$ cat config.mk
export PLATFORM = sky130hd
export DESIGN_NAME = pwcg_top
export DESIGN_NICKNAME = d
export VERILOG_FILES = /design/src/pwcg_pkg.sv /design/src/pwcg_gate_if.sv /design/src/pwcg_top.sv /design/src/pwcg_gate_arm.sv
export VERILOG_INCLUDE_DIRS = /design/src
export SDC_FILE = /design/constraint.sdc
export NUM_CORES = 1
export LEC_CHECK = 0
export BUFFER_PORTS_ARGS = -buffer_cell sky130_fd_sc_hd__buf_4
export CORE_AREA = 2 2 94 96
export DETAILED_ROUTE_END_ITERATION = 10
export DIE_AREA = 0 0 96 98
export PLACE_DENSITY_LB_ADDON = 0.3
export RECOVER_POWER = 25
export SLEW_MARGIN = 5
export SYNTH_ARGS = -nofsm -noshare
export SYNTH_HDL_FRONTEND = slang
export SYNTH_HIERARCHICAL = 1
export SYNTH_SLANG_ARGS = --single-unit
$ cat constraint.sdc
create_clock -name clk -period 6.3 [get_ports clk]
set_input_delay 1.26 -clock clk [delete_from_list [all_inputs] [get_ports clk]]
set_output_delay 1.26 -clock clk [all_outputs]
set_load 0.03 [all_outputs]
$ cat src/pwcg_defs.svh
// Purpose: constants for the power clock gate and wake control block
// Assumes: 32-bit AHB-Lite data, word registers, 200 MHz system clock
// Notes:   included by the top, gate interface, arming module and bench of the block
//
// Contract
// - time-unit clock-off bit set stops every clock of the whole time-stamp unit
// - a clock-off bit sets only after two consecutive one-writes; a zero-write restarts
// - three clock-off bits each stop one timestamp unit: 2, 1 and 0
// - fabric clock-off bit set stops all switch fabric clocks
// - host MAC all-off bit stops its 25/100 MHz and receive/transmit clocks
// - host MAC sysclk-off bit stops 25/100 MHz only; receive/transmit keep running
// - all clock-off fields reset to zero, every gated clock enabled
// - each port's PHY event sets that port's status flag, port A and B
// - port flag clears on a one-write only once the PHY event is gone
// - port event with its enable set raises the wake interrupt flag
// - enabled port event also drives the wake pin when pin enabled, in set style
// - host MAC wake with its enable raises the wake flag and drives the pin
// - buffer-select bit: zero open-drain, one push-pull
// - open-drain pin ignores polarity and is always active low
// - style bit: zero continuous level, one single 50 ms pulse
// - pin enable zero never asserts the pin; the interrupt flag still sets
`ifndef PWCG_DEFS_SVH
`define PWCG_DEFS_SVH

// register byte addresses
`define PWCG_CTRL_ADDR    32'h0000_0084
`define PWCG_IRQ_STS_ADDR 32'h0000_0088
`define PWCG_IRQ_EN_ADDR  32'h0000_008C
`define PWCG_IRQ_CLR_ADDR 32'h0000_0090

// control register bit positions
`define PWCG_B_TIME_OFF   25
`define PWCG_B_STAMP2_OFF 24
`define PWCG_B_STAMP1_OFF 23
`define PWCG_B_STAMP0_OFF 22
`define PWCG_B_FABRIC_OFF 20
`define PWCG_B_HMAC_ALL   19
`define PWCG_B_HMAC_SYS   18
`define PWCG_B_B_FLAG     17
`define PWCG_B_A_FLAG     16
`define PWCG_B_B_EN       15
`define PWCG_B_A_EN       14
`define PWCG_B_HOST_MAC_WAKE_EN     9
`define PWCG_B_BUF_SEL    6
`define PWCG_B_STYLE      3
`define PWCG_B_POL        2
`define PWCG_B_PIN_EN     1

// interrupt status bit positions
`define PWCG_I_WAKE       0
`define PWCG_I_PORT_A     1
`define PWCG_I_PORT_B     2
`define PWCG_IRQ_W        3

// gate slots in the arming module
`define PWCG_GATE_N       7
`define PWCG_G_TIME       0
`define PWCG_G_STAMP2     1
`define PWCG_G_STAMP1     2
`define PWCG_G_STAMP0     3
`define PWCG_G_FABRIC     4
`define PWCG_G_HMAC_ALL   5
`define PWCG_G_HMAC_SYS   6

// reset values and bus constants
`define PWCG_GATE_RST     7'h00
`define PWCG_IRQ_RST      3'h0
`define PWCG_WORD_ZERO    32'h0000_0000
`define PWCG_HRESP_OKAY   1'b0

// wake pulse timing
`define PWCG_PULSE_MS     50
`define PWCG_CLK_KHZ      200000
`define PWCG_PULSE_CYCLES (`PWCG_PULSE_MS * `PWCG_CLK_KHZ)
`define PWCG_CNT_W        24
`define PWCG_CNT_ZERO     24'h000000

`endif

$ cat src/pwcg_pkg.sv
// Purpose: shared types of the power clock gate and wake control block
// Assumes: nothing beyond SystemVerilog
// Notes:   constants live in pwcg_defs.svh
package pwcg_pkg;
    // wake pulse sequencer, gray coded along idle, pulse, hold
    typedef enum logic [1:0] {
        pwcg_p_idle  = 2'b00,
        pwcg_p_pulse = 2'b01,
        pwcg_p_hold  = 2'b11
    } pwcg_pulse_t;
endpackage

$ cat src/pwcg_gate_if.sv
// Purpose: carries write strobes and gate states between top and arming module
// Assumes: single clock domain
// Notes:   bit order follows the gate slot constants
`timescale 1ns/1ps
`include "pwcg_defs.svh"
interface pwcg_gate_if;
    logic                    wr;
    logic [`PWCG_GATE_N-1:0] wbits;
    logic [`PWCG_GATE_N-1:0] off;

    modport ctrl (output wr, output wbits, input off);
    modport gate (input wr, input wbits, output off);
endinterface

$ cat src/pwcg_top.sv
// Purpose: clock gating controls, port wake flags and wake pin of the power block
// Assumes: AHB-Lite single word transfers; PHY and host MAC events are levels
// Notes:   reads take one wait state, writes none; response always OKAY
`timescale 1ns/1ps
`include "pwcg_defs.svh"
module pwcg_top #(
    parameter int unsigned PULSE_CYCLES = `PWCG_PULSE_CYCLES
) (
    // clock and reset
    input  wire logic        clk,
    input  wire logic        sys_rst,
    // ahb-lite slave
    input  wire logic        hsel,
    input  wire logic [31:0] haddr,
    input  wire logic [1:0]  htrans,
    input  wire logic        hwrite,
    input  wire logic [2:0]  hsize,
    input  wire logic [31:0] hwdata,
    input  wire logic        hready,
    output logic             hreadyout,
    output logic             hresp,
    output logic [31:0]      hrdata,
    // wake event sources
    input  wire logic        phy_a_event,
    input  wire logic        phy_b_event,
    input  wire logic        host_mac_wol_event,
    // clock enables to gated units
    output logic             time_unit_clk_en,
    output logic [2:0]       stamp_unit_clk_en,
    output logic             fabric_clk_en,
    output logic             host_mac_sysclk_en,
    output logic             host_mac_rxtx_clk_en,
    // wake event pin
    output logic             wake_event_pin,
    output logic             wake_event_pin_oe,
    // interrupt
    output logic             irq
);
    pwcg_gate_if gif ();

    // bus state
    logic                     wr_pend_r;
    logic                     rd_pend_r;
    logic [31:0]              addr_r;
    logic [31:0]              hrdata_r;
    logic [31:0]              rd_word;
    logic                     addr_ok;
    // write strobes
    logic                     wr_ctrl;
    logic                     wr_irq_en;
    logic                     wr_irq_clr;
    // control fields
    logic                     port_a_wake_flag_r;
    logic                     port_b_wake_flag_r;
    logic                     port_a_wake_en_r;
    logic                     port_b_wake_en_r;
    logic                     host_mac_wake_en_r;
    logic                     wake_pin_buffer_sel_r;
    logic                     wake_pin_style_r;
    logic                     wake_pin_polarity_r;
    logic                     wake_pin_en_r;
    // interrupt registers
    logic [`PWCG_IRQ_W-1:0]   irq_sts_r;
    logic [`PWCG_IRQ_W-1:0]   irq_en_r;
    logic [`PWCG_IRQ_W-1:0]   irq_set;
    // wake pin sequencer
    pwcg_pkg::pwcg_pulse_t    pulse_st_r;
    logic [`PWCG_CNT_W-1:0]   pulse_cnt_r;
    logic                     wake_cond;
    logic                     pin_active;
    logic                     pin_o_r;
    logic                     pin_oe_r;

    ////////////////////////////////////////////////////////////////////////////
    // address decode, used for reads and writes
    function automatic logic addr_is(input logic [31:0] a, input logic [31:0] off);
        addr_is = (a == off);
    endfunction

    ////////////////////////////////////////////////////////////////////////////
    // ahb-lite slave

    // address phase accepted on a valid selected transfer
    assign addr_ok = hsel & htrans[1] & hready;

    // hold the address for the data phase
    always_ff @(posedge clk) begin
        if (sys_rst) begin
            wr_pend_r <= 1'b0;
            rd_pend_r <= 1'b0;
            addr_r    <= `PWCG_WORD_ZERO;
        end else begin
            if (addr_ok) begin
                wr_pend_r <= hwrite;
                rd_pend_r <= ~hwrite;
                addr_r    <= haddr;
            end else if (hreadyout) begin
                wr_pend_r <= 1'b0;
            end
            if (rd_pend_r) begin
                rd_pend_r <= 1'b0;
            end
        end
    end

    // one wait state on reads so read data sees any preceding write
    assign hreadyout = ~rd_pend_r;
    assign hresp     = `PWCG_HRESP_OKAY;
    assign hrdata    = hrdata_r;

    // write strobes in the write data phase
    assign wr_ctrl    = wr_pend_r & addr_is(addr_r, `PWCG_CTRL_ADDR);
    assign wr_irq_en  = wr_pend_r & addr_is(addr_r, `PWCG_IRQ_EN_ADDR);
    assign wr_irq_clr = wr_pend_r & addr_is(addr_r, `PWCG_IRQ_CLR_ADDR);

    // read mux; reserved and unmapped bits read zero
    always_comb begin
        rd_word = `PWCG_WORD_ZERO;
        if (addr_is(addr_r, `PWCG_CTRL_ADDR)) begin
            rd_word[`PWCG_B_TIME_OFF]   = gif.off[`PWCG_G_TIME];
            rd_word[`PWCG_B_STAMP2_OFF] = gif.off[`PWCG_G_STAMP2];
            rd_word[`PWCG_B_STAMP1_OFF] = gif.off[`PWCG_G_STAMP1];
            rd_word[`PWCG_B_STAMP0_OFF] = gif.off[`PWCG_G_STAMP0];
            rd_word[`PWCG_B_FABRIC_OFF] = gif.off[`PWCG_G_FABRIC];
            rd_word[`PWCG_B_HMAC_ALL]   = gif.off[`PWCG_G_HMAC_ALL];
            rd_word[`PWCG_B_HMAC_SYS]   = gif.off[`PWCG_G_HMAC_SYS];
            rd_word[`PWCG_B_B_FLAG]     = port_b_wake_flag_r;
            rd_word[`PWCG_B_A_FLAG]     = port_a_wake_flag_r;
            rd_word[`PWCG_B_B_EN]       = port_b_wake_en_r;
            rd_word[`PWCG_B_A_EN]       = port_a_wake_en_r;
            rd_word[`PWCG_B_HOST_MAC_WAKE_EN]     = host_mac_wake_en_r;
            rd_word[`PWCG_B_BUF_SEL]    = wake_pin_buffer_sel_r;
            rd_word[`PWCG_B_STYLE]      = wake_pin_style_r;
            rd_word[`PWCG_B_POL]        = wake_pin_polarity_r;
            rd_word[`PWCG_B_PIN_EN]     = wake_pin_en_r;
        end else if (addr_is(addr_r, `PWCG_IRQ_STS_ADDR)) begin
            rd_word[`PWCG_IRQ_W-1:0] = irq_sts_r;
        end else if (addr_is(addr_r, `PWCG_IRQ_EN_ADDR)) begin
            rd_word[`PWCG_IRQ_W-1:0] = irq_en_r;
        end
    end

    // read data captured in the wait cycle and held until the next read
    always_ff @(posedge clk) begin
        if (sys_rst) begin
            hrdata_r <= `PWCG_WORD_ZERO;
        end else if (rd_pend_r) begin
            hrdata_r <= rd_word;
        end
    end

    ////////////////////////////////////////////////////////////////////////////
    // clock-off bits through the two-write arming module

    assign gif.wr                    = wr_ctrl;
    assign gif.wbits[`PWCG_G_TIME]     = hwdata[`PWCG_B_TIME_OFF];
    assign gif.wbits[`PWCG_G_STAMP2]   = hwdata[`PWCG_B_STAMP2_OFF];
    assign gif.wbits[`PWCG_G_STAMP1]   = hwdata[`PWCG_B_STAMP1_OFF];
    assign gif.wbits[`PWCG_G_STAMP0]   = hwdata[`PWCG_B_STAMP0_OFF];
    assign gif.wbits[`PWCG_G_FABRIC]   = hwdata[`PWCG_B_FABRIC_OFF];
    assign gif.wbits[`PWCG_G_HMAC_ALL] = hwdata[`PWCG_B_HMAC_ALL];
    assign gif.wbits[`PWCG_G_HMAC_SYS] = hwdata[`PWCG_B_HMAC_SYS];

    pwcg_gate_arm u_arm (
        .clk     (clk),
        .sys_rst (sys_rst),
        .g       (gif.gate)
    );

    // clock enables from the gate bits
    assign time_unit_clk_en = ~gif.off[`PWCG_G_TIME];
    // a stamp unit also stops when the whole time unit is off
    assign stamp_unit_clk_en[2] = ~(gif.off[`PWCG_G_TIME] | gif.off[`PWCG_G_STAMP2]);
    assign stamp_unit_clk_en[1] = ~(gif.off[`PWCG_G_TIME] | gif.off[`PWCG_G_STAMP1]);
    assign stamp_unit_clk_en[0] = ~(gif.off[`PWCG_G_TIME] | gif.off[`PWCG_G_STAMP0]);
    assign fabric_clk_en        = ~gif.off[`PWCG_G_FABRIC];
    // 25/100 MHz system clocks stop on either host MAC bit
    assign host_mac_sysclk_en   = ~(gif.off[`PWCG_G_HMAC_ALL] | gif.off[`PWCG_G_HMAC_SYS]);
    // receive and transmit clocks stop only on the all-off bit
    assign host_mac_rxtx_clk_en = ~gif.off[`PWCG_G_HMAC_ALL];

    ////////////////////////////////////////////////////////////////////////////
    // control fields; reserved positions have no storage

    // plain read-write control bits
    always_ff @(posedge clk) begin
        if (sys_rst) begin
            port_a_wake_en_r      <= 1'b0;
            port_b_wake_en_r      <= 1'b0;
            host_mac_wake_en_r    <= 1'b0;
            wake_pin_buffer_sel_r <= 1'b0;
            wake_pin_style_r      <= 1'b0;
            wake_pin_polarity_r   <= 1'b0;
            wake_pin_en_r         <= 1'b0;
        end else if (wr_ctrl) begin
            port_a_wake_en_r      <= hwdata[`PWCG_B_A_EN];
            port_b_wake_en_r      <= hwdata[`PWCG_B_B_EN];
            host_mac_wake_en_r    <= hwdata[`PWCG_B_HOST_MAC_WAKE_EN];
            wake_pin_buffer_sel_r <= hwdata[`PWCG_B_BUF_SEL];
            wake_pin_style_r      <= hwdata[`PWCG_B_STYLE];
            wake_pin_polarity_r   <= hwdata[`PWCG_B_POL];
            wake_pin_en_r         <= hwdata[`PWCG_B_PIN_EN];
        end
    end

    // port flags: set by the phy level, write-one clear loses to a live event
    always_ff @(posedge clk) begin
        if (sys_rst) begin
            port_a_wake_flag_r <= 1'b0;
            port_b_wake_flag_r <= 1'b0;
        end else begin
            port_a_wake_flag_r <= phy_a_event |
                (port_a_wake_flag_r & ~(wr_ctrl & hwdata[`PWCG_B_A_FLAG]));
            port_b_wake_flag_r <= phy_b_event |
                (port_b_wake_flag_r & ~(wr_ctrl & hwdata[`PWCG_B_B_FLAG]));
        end
    end

    ////////////////////////////////////////////////////////////////////////////
    // interrupt status, enable and clear

    // enabled wake sources, shared by the interrupt flag and the pin
    assign wake_cond = (port_a_wake_flag_r & port_a_wake_en_r) |
                       (port_b_wake_flag_r & port_b_wake_en_r) |
                       (host_mac_wol_event & host_mac_wake_en_r);

    // events feeding the sticky status bits
    always_comb begin
        irq_set                 = `PWCG_IRQ_RST;
        irq_set[`PWCG_I_WAKE]   = wake_cond;
        irq_set[`PWCG_I_PORT_A] = port_a_wake_flag_r;
        irq_set[`PWCG_I_PORT_B] = port_b_wake_flag_r;
    end

    // sticky status; a set in the same cycle as its clear wins
    always_ff @(posedge clk) begin
        if (sys_rst) begin
            irq_sts_r <= `PWCG_IRQ_RST;
        end else if (wr_irq_clr) begin
            irq_sts_r <= irq_set | (irq_sts_r & ~hwdata[`PWCG_IRQ_W-1:0]);
        end else begin
            irq_sts_r <= irq_set | irq_sts_r;
        end
    end

    // interrupt enable register
    always_ff @(posedge clk) begin
        if (sys_rst) begin
            irq_en_r <= `PWCG_IRQ_RST;
        end else if (wr_irq_en) begin
            irq_en_r <= hwdata[`PWCG_IRQ_W-1:0];
        end
    end

    // level interrupt while any enabled status bit is set
    assign irq = |(irq_sts_r & irq_en_r);

    ////////////////////////////////////////////////////////////////////////////
    // wake pin pulse sequencer

    // one pulse per rise of the wake condition in pulse style
    always_ff @(posedge clk) begin
        if (sys_rst) begin
            pulse_st_r  <= pwcg_pkg::pwcg_p_idle;
            pulse_cnt_r <= `PWCG_CNT_ZERO;
        end else if (!wake_pin_style_r || !wake_pin_en_r) begin
            pulse_st_r  <= pwcg_pkg::pwcg_p_idle;
            pulse_cnt_r <= `PWCG_CNT_ZERO;
        end else begin
            case (pulse_st_r)
                pwcg_pkg::pwcg_p_idle: begin
                    if (wake_cond) begin
                        pulse_st_r  <= pwcg_pkg::pwcg_p_pulse;
                        pulse_cnt_r <= `PWCG_CNT_W'(PULSE_CYCLES - 1);
                    end
                end
                pwcg_pkg::pwcg_p_pulse: begin
                    if (pulse_cnt_r == `PWCG_CNT_ZERO) begin
                        pulse_st_r <= pwcg_pkg::pwcg_p_hold;
                    end else begin
                        pulse_cnt_r <= pulse_cnt_r - 1'b1;
                    end
                end
                pwcg_pkg::pwcg_p_hold: begin
                    // wait for the sources to clear before re-arming
                    if (!wake_cond) begin
                        pulse_st_r <= pwcg_pkg::pwcg_p_idle;
                    end
                end
                default: begin
                    pulse_st_r <= pwcg_pkg::pwcg_p_idle;
                end
            endcase
        end
    end

    // pin active in level style while the condition holds, else during the pulse
    assign pin_active = wake_pin_en_r &
        (wake_pin_style_r ? (pulse_st_r == pwcg_pkg::pwcg_p_pulse) : wake_cond);

    // pin drivers: open-drain pulls low only, push-pull follows polarity
    always_ff @(posedge clk) begin
        if (sys_rst) begin
            pin_o_r  <= 1'b0;
            pin_oe_r <= 1'b0;
        end else if (!wake_pin_buffer_sel_r) begin
            pin_o_r  <= 1'b0;
            pin_oe_r <= pin_active;
        end else begin
            pin_o_r  <= ~(pin_active ^ wake_pin_polarity_r);
            pin_oe_r <= 1'b1;
        end
    end

    assign wake_event_pin    = pin_o_r;
    assign wake_event_pin_oe = pin_oe_r;

    // hsize is accepted but only whole-word transfers are expected
    logic unused_hsize;
    assign unused_hsize = |hsize;
endmodule

$ cat src/pwcg_gate_arm.sv
// Purpose: two-write arming of every clock-off bit
// Assumes: wr is a one-cycle strobe per register write
// Notes:   a set bit stays set on further one-writes
`timescale 1ns/1ps
`include "pwcg_defs.svh"
module pwcg_gate_arm (
    // clock and reset
    input wire logic   clk,
    input wire logic   sys_rst,
    // register side
    pwcg_gate_if.gate  g
);
    logic [`PWCG_GATE_N-1:0] armed_r;
    logic [`PWCG_GATE_N-1:0] off_r;

    assign g.off = off_r;

    ////////////////////////////////////////////////////////////////////////////
    // one arming counter per gate bit
    genvar i;
    generate
        for (i = 0; i < `PWCG_GATE_N; i++) begin : gen_arm
            // first one-write arms, second sets, zero-write clears both
            always_ff @(posedge clk) begin
                if (sys_rst) begin
                    armed_r[i] <= 1'b0;
                    off_r[i]   <= 1'b0;
                end else if (g.wr) begin
                    if (g.wbits[i]) begin
                        armed_r[i] <= 1'b1;
                        off_r[i]   <= armed_r[i] | off_r[i];
                    end else begin
                        armed_r[i] <= 1'b0;
                        off_r[i]   <= 1'b0;
                    end
                end
            end
        end
    endgenerate
endmodule

Word-level counts from Yosys, hierarchy flattened
Cells that the tools add are included.
- register bits: 108
- input port bits: 77
- output and inout bits: 44
- logic and storage cells: 140
- add/subtract/negate cells: 1
- equal/unequal tests: 11
- muxes and demuxes: 35
- bitwise operators: 48
- reduce and logical (&&, ||, !) cells: 12
- operators with widths (operator ; number):
    32-bit by 8-bit == test with 1-bit output, second input constant ; 4
    24-bit 2-to-1 mux ; 2
    24-bit case mux with 2 select lines ; 1
    24-bit zero test ; 1
    24-bit by 1-bit subtractor with 24-bit output, second input constant ; 1
    1-bit 2-to-1 mux ; 22
    1-bit bitwise OR ; 15
    1-bit NOT ; 14
    1-bit bitwise AND ; 13
    3-bit 2-to-1 mux ; 3
    2-bit 2-to-1 mux ; 4
    2-bit inequality test, second input constant ; 4
    7-bit 2-to-1 mux ; 1
    3-bit bitwise AND ; 2
    3-bit bitwise OR ; 2
    2-bit case mux with 3 select lines ; 1
    3-bit AND reduction ; 2
    3-bit OR reduction ; 2
    4-bit 2-to-1 mux ; 1
    2-bit OR reduction ; 2
    3-bit NOT ; 1
    2-bit by 1-bit == test with 1-bit output, second input constant ; 1
    2-bit == test, second input constant ; 1
    1-bit zero test ; 2
    other kinds (5) ; 5

Logic depth before layout (Yosys ltp)
Gate-level depths: netlist (run 1).
- depth after elaboration: 7
- depth in mapped cells: 9
- mapped depth without buffers: 7

Cells and area by module
The synthesis (run 1) kept the hierarchy.
- by module, submodules not included (module ; instances ; cells an instance ; area each (µm²) ; sequential area each (µm²)):
    pwcg_top ; 1 ; 486 ; 4082.7 ; 1881.8
    pwcg_gate_arm ; 1 ; 52 ; 621.8 ; 280.3

Worst setup path before layout (run 1)
No wires, ideal clock.
- kind: input port to flip-flop
- start: in host_mac_wol_event
- end: reg pulse_cnt_r[17]
- setup time: 130 ps
- arrival: 2666 ps
- data required time: 6170 ps
- setup slack: 3504 ps
- stages: 8
- path buffers: 3
- cells stage by stage: a222oi_1 clkbuf_1 a21oi_1 o21ai_0 buf_2 buf_2 o41ai_1 a21oi_1
- cells in the longest elaborated chain, start to end: 4
- ends and longest elaborated chain (what ; line ; source):
    start, declared ; pwcg_top.sv:26 ; input wire logic host_mac_wol_event,
    1-bit bitwise AND ; pwcg_top.sv:225 ; (host_mac_wol_event & host_mac_wake_en_r);
    1-bit bitwise OR ; pwcg_top.sv:224 ; (port_b_wake_flag_r & port_b_wake_en_r) |
    2-bit inequality test (no source line) ; n/a ;
    3-bit AND reduction (no source line) ; n/a ;
    end signal, assigned ; pwcg_top.sv:265 ; pulse_cnt_r <= `PWCG_CNT_ZERO;
    end signal, assigned ; pwcg_top.sv:268 ; pulse_cnt_r <= `PWCG_CNT_ZERO;
    end signal, assigned ; pwcg_top.sv:274 ; pulse_cnt_r <= `PWCG_CNT_W'(PULSE_CYCLES - 1);
    end, declared ; pwcg_top.sv:68 ; logic [`PWCG_CNT_W-1:0] pulse_cnt_r;
No other way between the ends.
A chain may end at the register's enable or synchronous reset.

Final worst setup path (run 1)
- start: in host_mac_wol_event
- end: reg pulse_cnt_r[13]
Same word-level chain as after synthesis.

==> results.ini, run 1 <==
[outcome]
status = complete, but fails checks
violations = capacitance limit, slew limit

[run]
drv.max_cap_violation_count = 1

[clock_tree]
post_cts_buffers = 0
cts-root-buf = clkbuf_8
ctsHoldBuffers = 0
cts_max_path_buffers = 2
cts_buffers = 9
cts_resized = 0
clk_pin_slew_ps = 110
insertion_delay_ps = 360
htree_num_levels = 3
cts.sinks = 108
cts_tree = done

[placed_design]
dp_hpwl_um = 7350
dp.cells = 704
post_dp_cell_area_sq_um = 5310
gp_congestion = 0.907
portBuffers = 85

[floorplanning]
pin_count = 121
initial_core_util_pct = 55.6
placementRows = 34
core_sq_um = 8470
dieArea_sq_um = 9410
die_x_um = 96
die_h_um = 98

[pwr]
power_frac_comb_pct = 6.5
vdd_drop_max_v = 0.000133
total_power_mw = 1.17
p_leak_nw = 1.96
netSwitchingPower_uw = 295
p_int_uw = 873
clkPwrFrac_pct = 33.8
p_seq_share_pct = 59.7
power_density_nw_per_um2 = 217
swShare_pct = 25.3

[layout]
layout-drive-gt1-share_pct = 19.0
seqCellArea_sq_um = 2160
final_cells = 720
final_area_sq_um = 5390
syn_to_final_growth_pct = 14.5
fillers = 773
multi_input_area_sq_um = 2260
antenna_cells = 0
finalNetCount = 686

[timing]
worst_pin_slew_ps = 1600
finalSetupViolations = 0
finalClockSkew_ps = 12.5
timing.hold.ws_ps = 461
fmax_mhz = 312
setup-tns-final_ps = 0
slew_violations = 31
hold_viol_final = 0
post-route-min-period_ps = 3200
fin_crit_sh_pct = 50.9
rsz0062_at_grt = no
maxSlewHeadroom_pct = -6.61

[detailed_routing]
wl_um = 10300
drt_iter0_markers = 232
drcViolationCount = 0
wl_per_cell_um = 14.3
vias = 4061
firstDrtPassIters = 5
vias_per_cell = 5.64
antenna_left = 0

[setup_path]
crit_top_cell = a21oi_1
cp_top_family = compound AO/OA/AOI/OAI gates
crit_type = in -> reg
max_stage_delay_ps = 470
required_ps = 6600
startpoint_type = input pin
critPathBufInv = 3
crit_chain = clkbuf_4, a222oi_1, clkbuf_1, a21oi_1, o21ai_0, buf_4, or4_1, a21oi_1
endpoint_kind = flop
cp_slowest_cell = o21ai_0
crit_fanout = 15
crit_arrival_ps = 3500

[logic_synthesis]
synth_area_sq_um = 4700
ys_ff_latch = 108
synthFlopType = dfxtp_1
synth.yosys.seq_area_share_pct = 46.0
yosys-top-cells-count = 108 x dfxtp_1, 83 x nand2_1, 65 x a21oi_1
yosysTopAreaCellShare_pct = 46.0
synthTopCellsByArea = dfxtp_1 46%, a21oi_1 6.9%, nand2_1 6.6%
synth.avg_cell_area_sq_um = 8.74
async_flop_share_pct = 0
synth_cell_types = 55
synth-warning-count = 6
synth_edf_count = 0
synthCells = 538
yosysMostFrequentCell = dfxtp_1
netlist.top_cell.by_area = dfxtp_1

[grt]
grt_pass1_vias = 3729
track_usage_pct = 22.2
grt_remaining_overflow = 0
antenna_found_initial = 0
grt_max_degree = 74
grt_first_pass_wirelength_um = 16900

[hold_path]
hp-class = reg -> reg

## registers in the layout, summed over array words and instances (netlist names), 2 cells and up
signal and flops:
irq_sts_r 3, pulse_st_r 2, hrdata 17, addr_r 32, u_arm/g.off 7, u_arm/armed_r 7, pulse_cnt_r 24, irq_en_r 3
## tightest hold or removal path, delay by kind of cell (launching register included)
family           cells  cell delay, ps
AND/OR/NAND/NOR      1              50
AO/OA/AOI/OAI        1              50
flip-flops           1             320
## power groups by stage
stage               logic (mW)  registers (mW)  clock network (mW)
CTS                     0.0774           0.697               0.405
detailed placement      0.0773           0.713                   0
global placement        0.0759           0.712                   0
global route            0.0835           0.699               0.433
floorplan               0.0492           0.711                   0
finish                  0.0762           0.697               0.395
## path summary, 6_finish.rpt
check	start	endpoint	slack, ps	depth (start not counted)
worst max-delay path	host_mac_wol_event	pulse_cnt_r[13]	3100	8
worst min register to register	addr_r[21]	addr_r[21]	460	2
worst max register to register	addr_r[9]	u_arm/g.off[5]	3330	6
worst min-delay path	addr_r[21]	addr_r[21]	460	2
## metal layers
layer | vias to the layer above | share of wire (%) | track usage (%)
li1 | 2009 | - | -
met1 | 1910 | 46 | 30.2
met2 | 127 | 47 | 35.4
met3 | 15 | 6.0 | 3.55
met4 | 0 | 1.7 | 8.24
met5 | - | 0 | 0
## layout by cell type, fill, tap and decap left out, types with 10 or more instances in the layout
cell and count:
dfxtp_1 108, nand2_1 83, buf_4 67, a21oi_1 65, nor2_1 33, mux2i_1 20
clkbuf_1 20, inv_1 16, conb_1 16, or4_1 15, a22o_1 13, nor4_1 12
or3_1 10
## cell families (layout without fill, tap and decap cells)
kind of cell             after synthesis  in the layout  share of synthesized area, %
other                                  1             16                        0.0797
AND/OR/NAND/NOR                      216            216                          24.7
XOR/XNOR                               5              5                         0.931
buffers and inverters                 62            121                          6.78
adder cells (fa/ha/maj)                2              2                         0.532
flip-flops                           108            108                          46.0
multiplexers                          22             22                          4.73
AO/OA/AOI/OAI                        122            122                          16.3
## through the flow
stage          utilization (%)  setup WS, ps
2_1_floorplan                -          3500
3_3_place_gp              62.8          2900
3_5_place_dp              62.8          2870
4_1_cts                   64.9          3240
5_1_grt                   63.6          2890
6_report                  63.6          3100
## cell type report
cell class              instances  share of cell area (%)
clock buffers                   9                    2.30
clock inverters                 7                    1.09
inverters                      17                    1.18
multi-input cells             383                    41.9
flip-flops and latches        108                    40.1
well taps                     108                    2.51
repair buffers                 88                    10.9
(Power assumes the default switching activity.)
==> run 2, diff against run 1 <==
- CORE_AREA: 2 2 94 96 -> 2 2 98 100
- DIE_AREA: 0 0 96 98 -> 0 0 100 102
- clock period: 6.3 -> 3.1 ns (I/O delays scaled with it)
==> run 2 against run 1 <==
The run now ends clean. Count of clock-buffer cells in the layout is 1 higher. Flip-flop and latch count is the same. Global-route usage decreased by 1.9 points. Final area is 3.1% higher. Final cell count increased by 1.4%. First-iteration DRC count is 14% lower. Clock power grew 130%. Critical path type is now reg -> reg. Largest power group unchanged.
==> results.ini, run 2 (synthesis results as in run 1) <==
[placed_design]
gp_congestion = 0.862
dp.cells = 714
dp_hpwl_um = 7380
post_dp_cell_area_sq_um = 5370
portBuffers = 85

[clock_tree]
cts_resized = 0
cts_max_path_buffers = 2
cts_tree = done
insertion_delay_ps = 360
htree_num_levels = 3
cts-root-buf = clkbuf_8
clk_pin_slew_ps = 110
ctsHoldBuffers = 0
cts.sinks = 108
cts_buffers = 9
post_cts_buffers = 0

[setup_path]
ff2ff_setup_slack_ps = 500
crit_fanout = 7
rr_worst_depth = 5
startpoint_type = flop
rr_startpoint = pulse_cnt_r[8]
crit_arrival_ps = 2840
required_ps = 3340
endpoint_kind = flop
cp-startpoint = pulse_cnt_r[8]
r2r-end = pulse_cnt_r[23]
crit_type = reg -> reg

[detailed_routing]
antenna_left = 0
wl_per_cell_um = 14.2
vias = 4035
drt_iter0_markers = 200
wl_um = 10400
vias_per_cell = 5.53
firstDrtPassIters = 5
drcViolationCount = 0

[layout]
fillers = 796
final_cells = 730
final_area_sq_um = 5550
final_common_cell = dfxtp_1
finalNetCount = 693
layout.cells.most_common_list = 108 x dfxtp_1, 85 x buf_4, 83 x nand2_1, 65 x a21oi_1, 33 x nor2_1
syn_to_final_growth_pct = 18.0
top_register = addr_r
largest_register_ffs = 32
layout-drive-gt1-share_pct = 22.6
antenna_cells = 0

[hold_path]
min_from = hwrite
min_path_cells = 2
hp-class = in -> reg
holdPathEnd = rd_pend_r

[floorplanning]
core_sq_um = 9110
pin_count = 121
placementRows = 35
die_h_um = 102
die_x_um = 100
dieArea_sq_um = 10200
initial_core_util_pct = 51.6

[grt]
grt_busiest_layer = met2
grt_max_degree = 57
grt_remaining_overflow = 0
grt_first_pass_wirelength_um = 17100
use_met1_pct = 26.7
met2_usage_pct = 33.9
grt.met3_usage_pct = 3.15
grt_pass1_vias = 3818
antenna_found_initial = 0
track_usage_pct = 20.3

[pwr]
power_density_nw_per_um2 = 445
total_power_mw = 2.47
vdd_drop_max_v = 0.000204
p_leak_nw = 2.05

[timing]
maxSlewHeadroom_pct = 41.7
timing.hold.ws_ps = 416
fin_crit_sh_pct = 83.9
hold_viol_final = 0
post-route-min-period_ps = 2600
fmax_mhz = 384
rsz0062_at_grt = no
setup-tns-final_ps = 0
worst_pin_slew_ps = 871
finalClockSkew_ps = 13.5
slew_violations = 0
finalSetupViolations = 0

[outcome]
status = finished, final reports clean

[run]
drv.max_cap_violation_count = 0

==> run 2: area by class of cell <==
cell class	count	area, sq um	share of cell area, %
multi-input combinational	383	2290	41.3
sequential	108	2160	39.0
timing repair buffer	95	683	12.3
tap	111	139	2.50
clock buffer	10	138	2.48
clock inverter	6	72.6	1.31
inverter	17	63.8	1.15
==> run 2: power by group <==
part / internal, mW / total, mW / switching, mW
clock network: 0.403 / 0.894 / 0.491
registers: 1.40 / 1.42 / 0.0125
logic: 0.0672 / 0.158 / 0.0907
total: 1.87 / 2.47 / 0.594
==> run 2: worst max-delay path by stage <==
stage	to	cells after the start	slack, ps
floorplan	pulse_cnt_r[17]	6	720
global placement	pulse_cnt_r[23]	5	610
detailed placement	pulse_cnt_r[23]	5	590
CTS	pulse_cnt_r[23]	5	550
global route	pulse_cnt_r[23]	5	380
finish	pulse_cnt_r[23]	5	500
==> run 2: critical path: stages, from the launching register on <==
cell and delay (ps):
dfxtp_1 370, or4_1 670, or3_4 400, nor4_1 710, a31o_2 250, a31oi_1 80
==> run 2: stage by stage <==
step / setup slack (ps) / util [%]
4_1_cts: 552 / 61.3
3_3_place_gp: 609 / 59.0
6_report: 498 / 60.9
2_1_floorplan: 716 / -
5_1_grt: 380 / 60.9
3_5_place_dp: 587 / 59.0
==> run 2: layer usage <==
metal | part of all wire (%) | up-vias | wire length (um)
li1 | - | 2026 | -
met3 | 4.6 | 18 | 478
met2 | 47 | 112 | 4910
met5 | 0 | - | 0
met1 | 47 | 1879 | 4850
met4 | 1.5 | 0 | 152
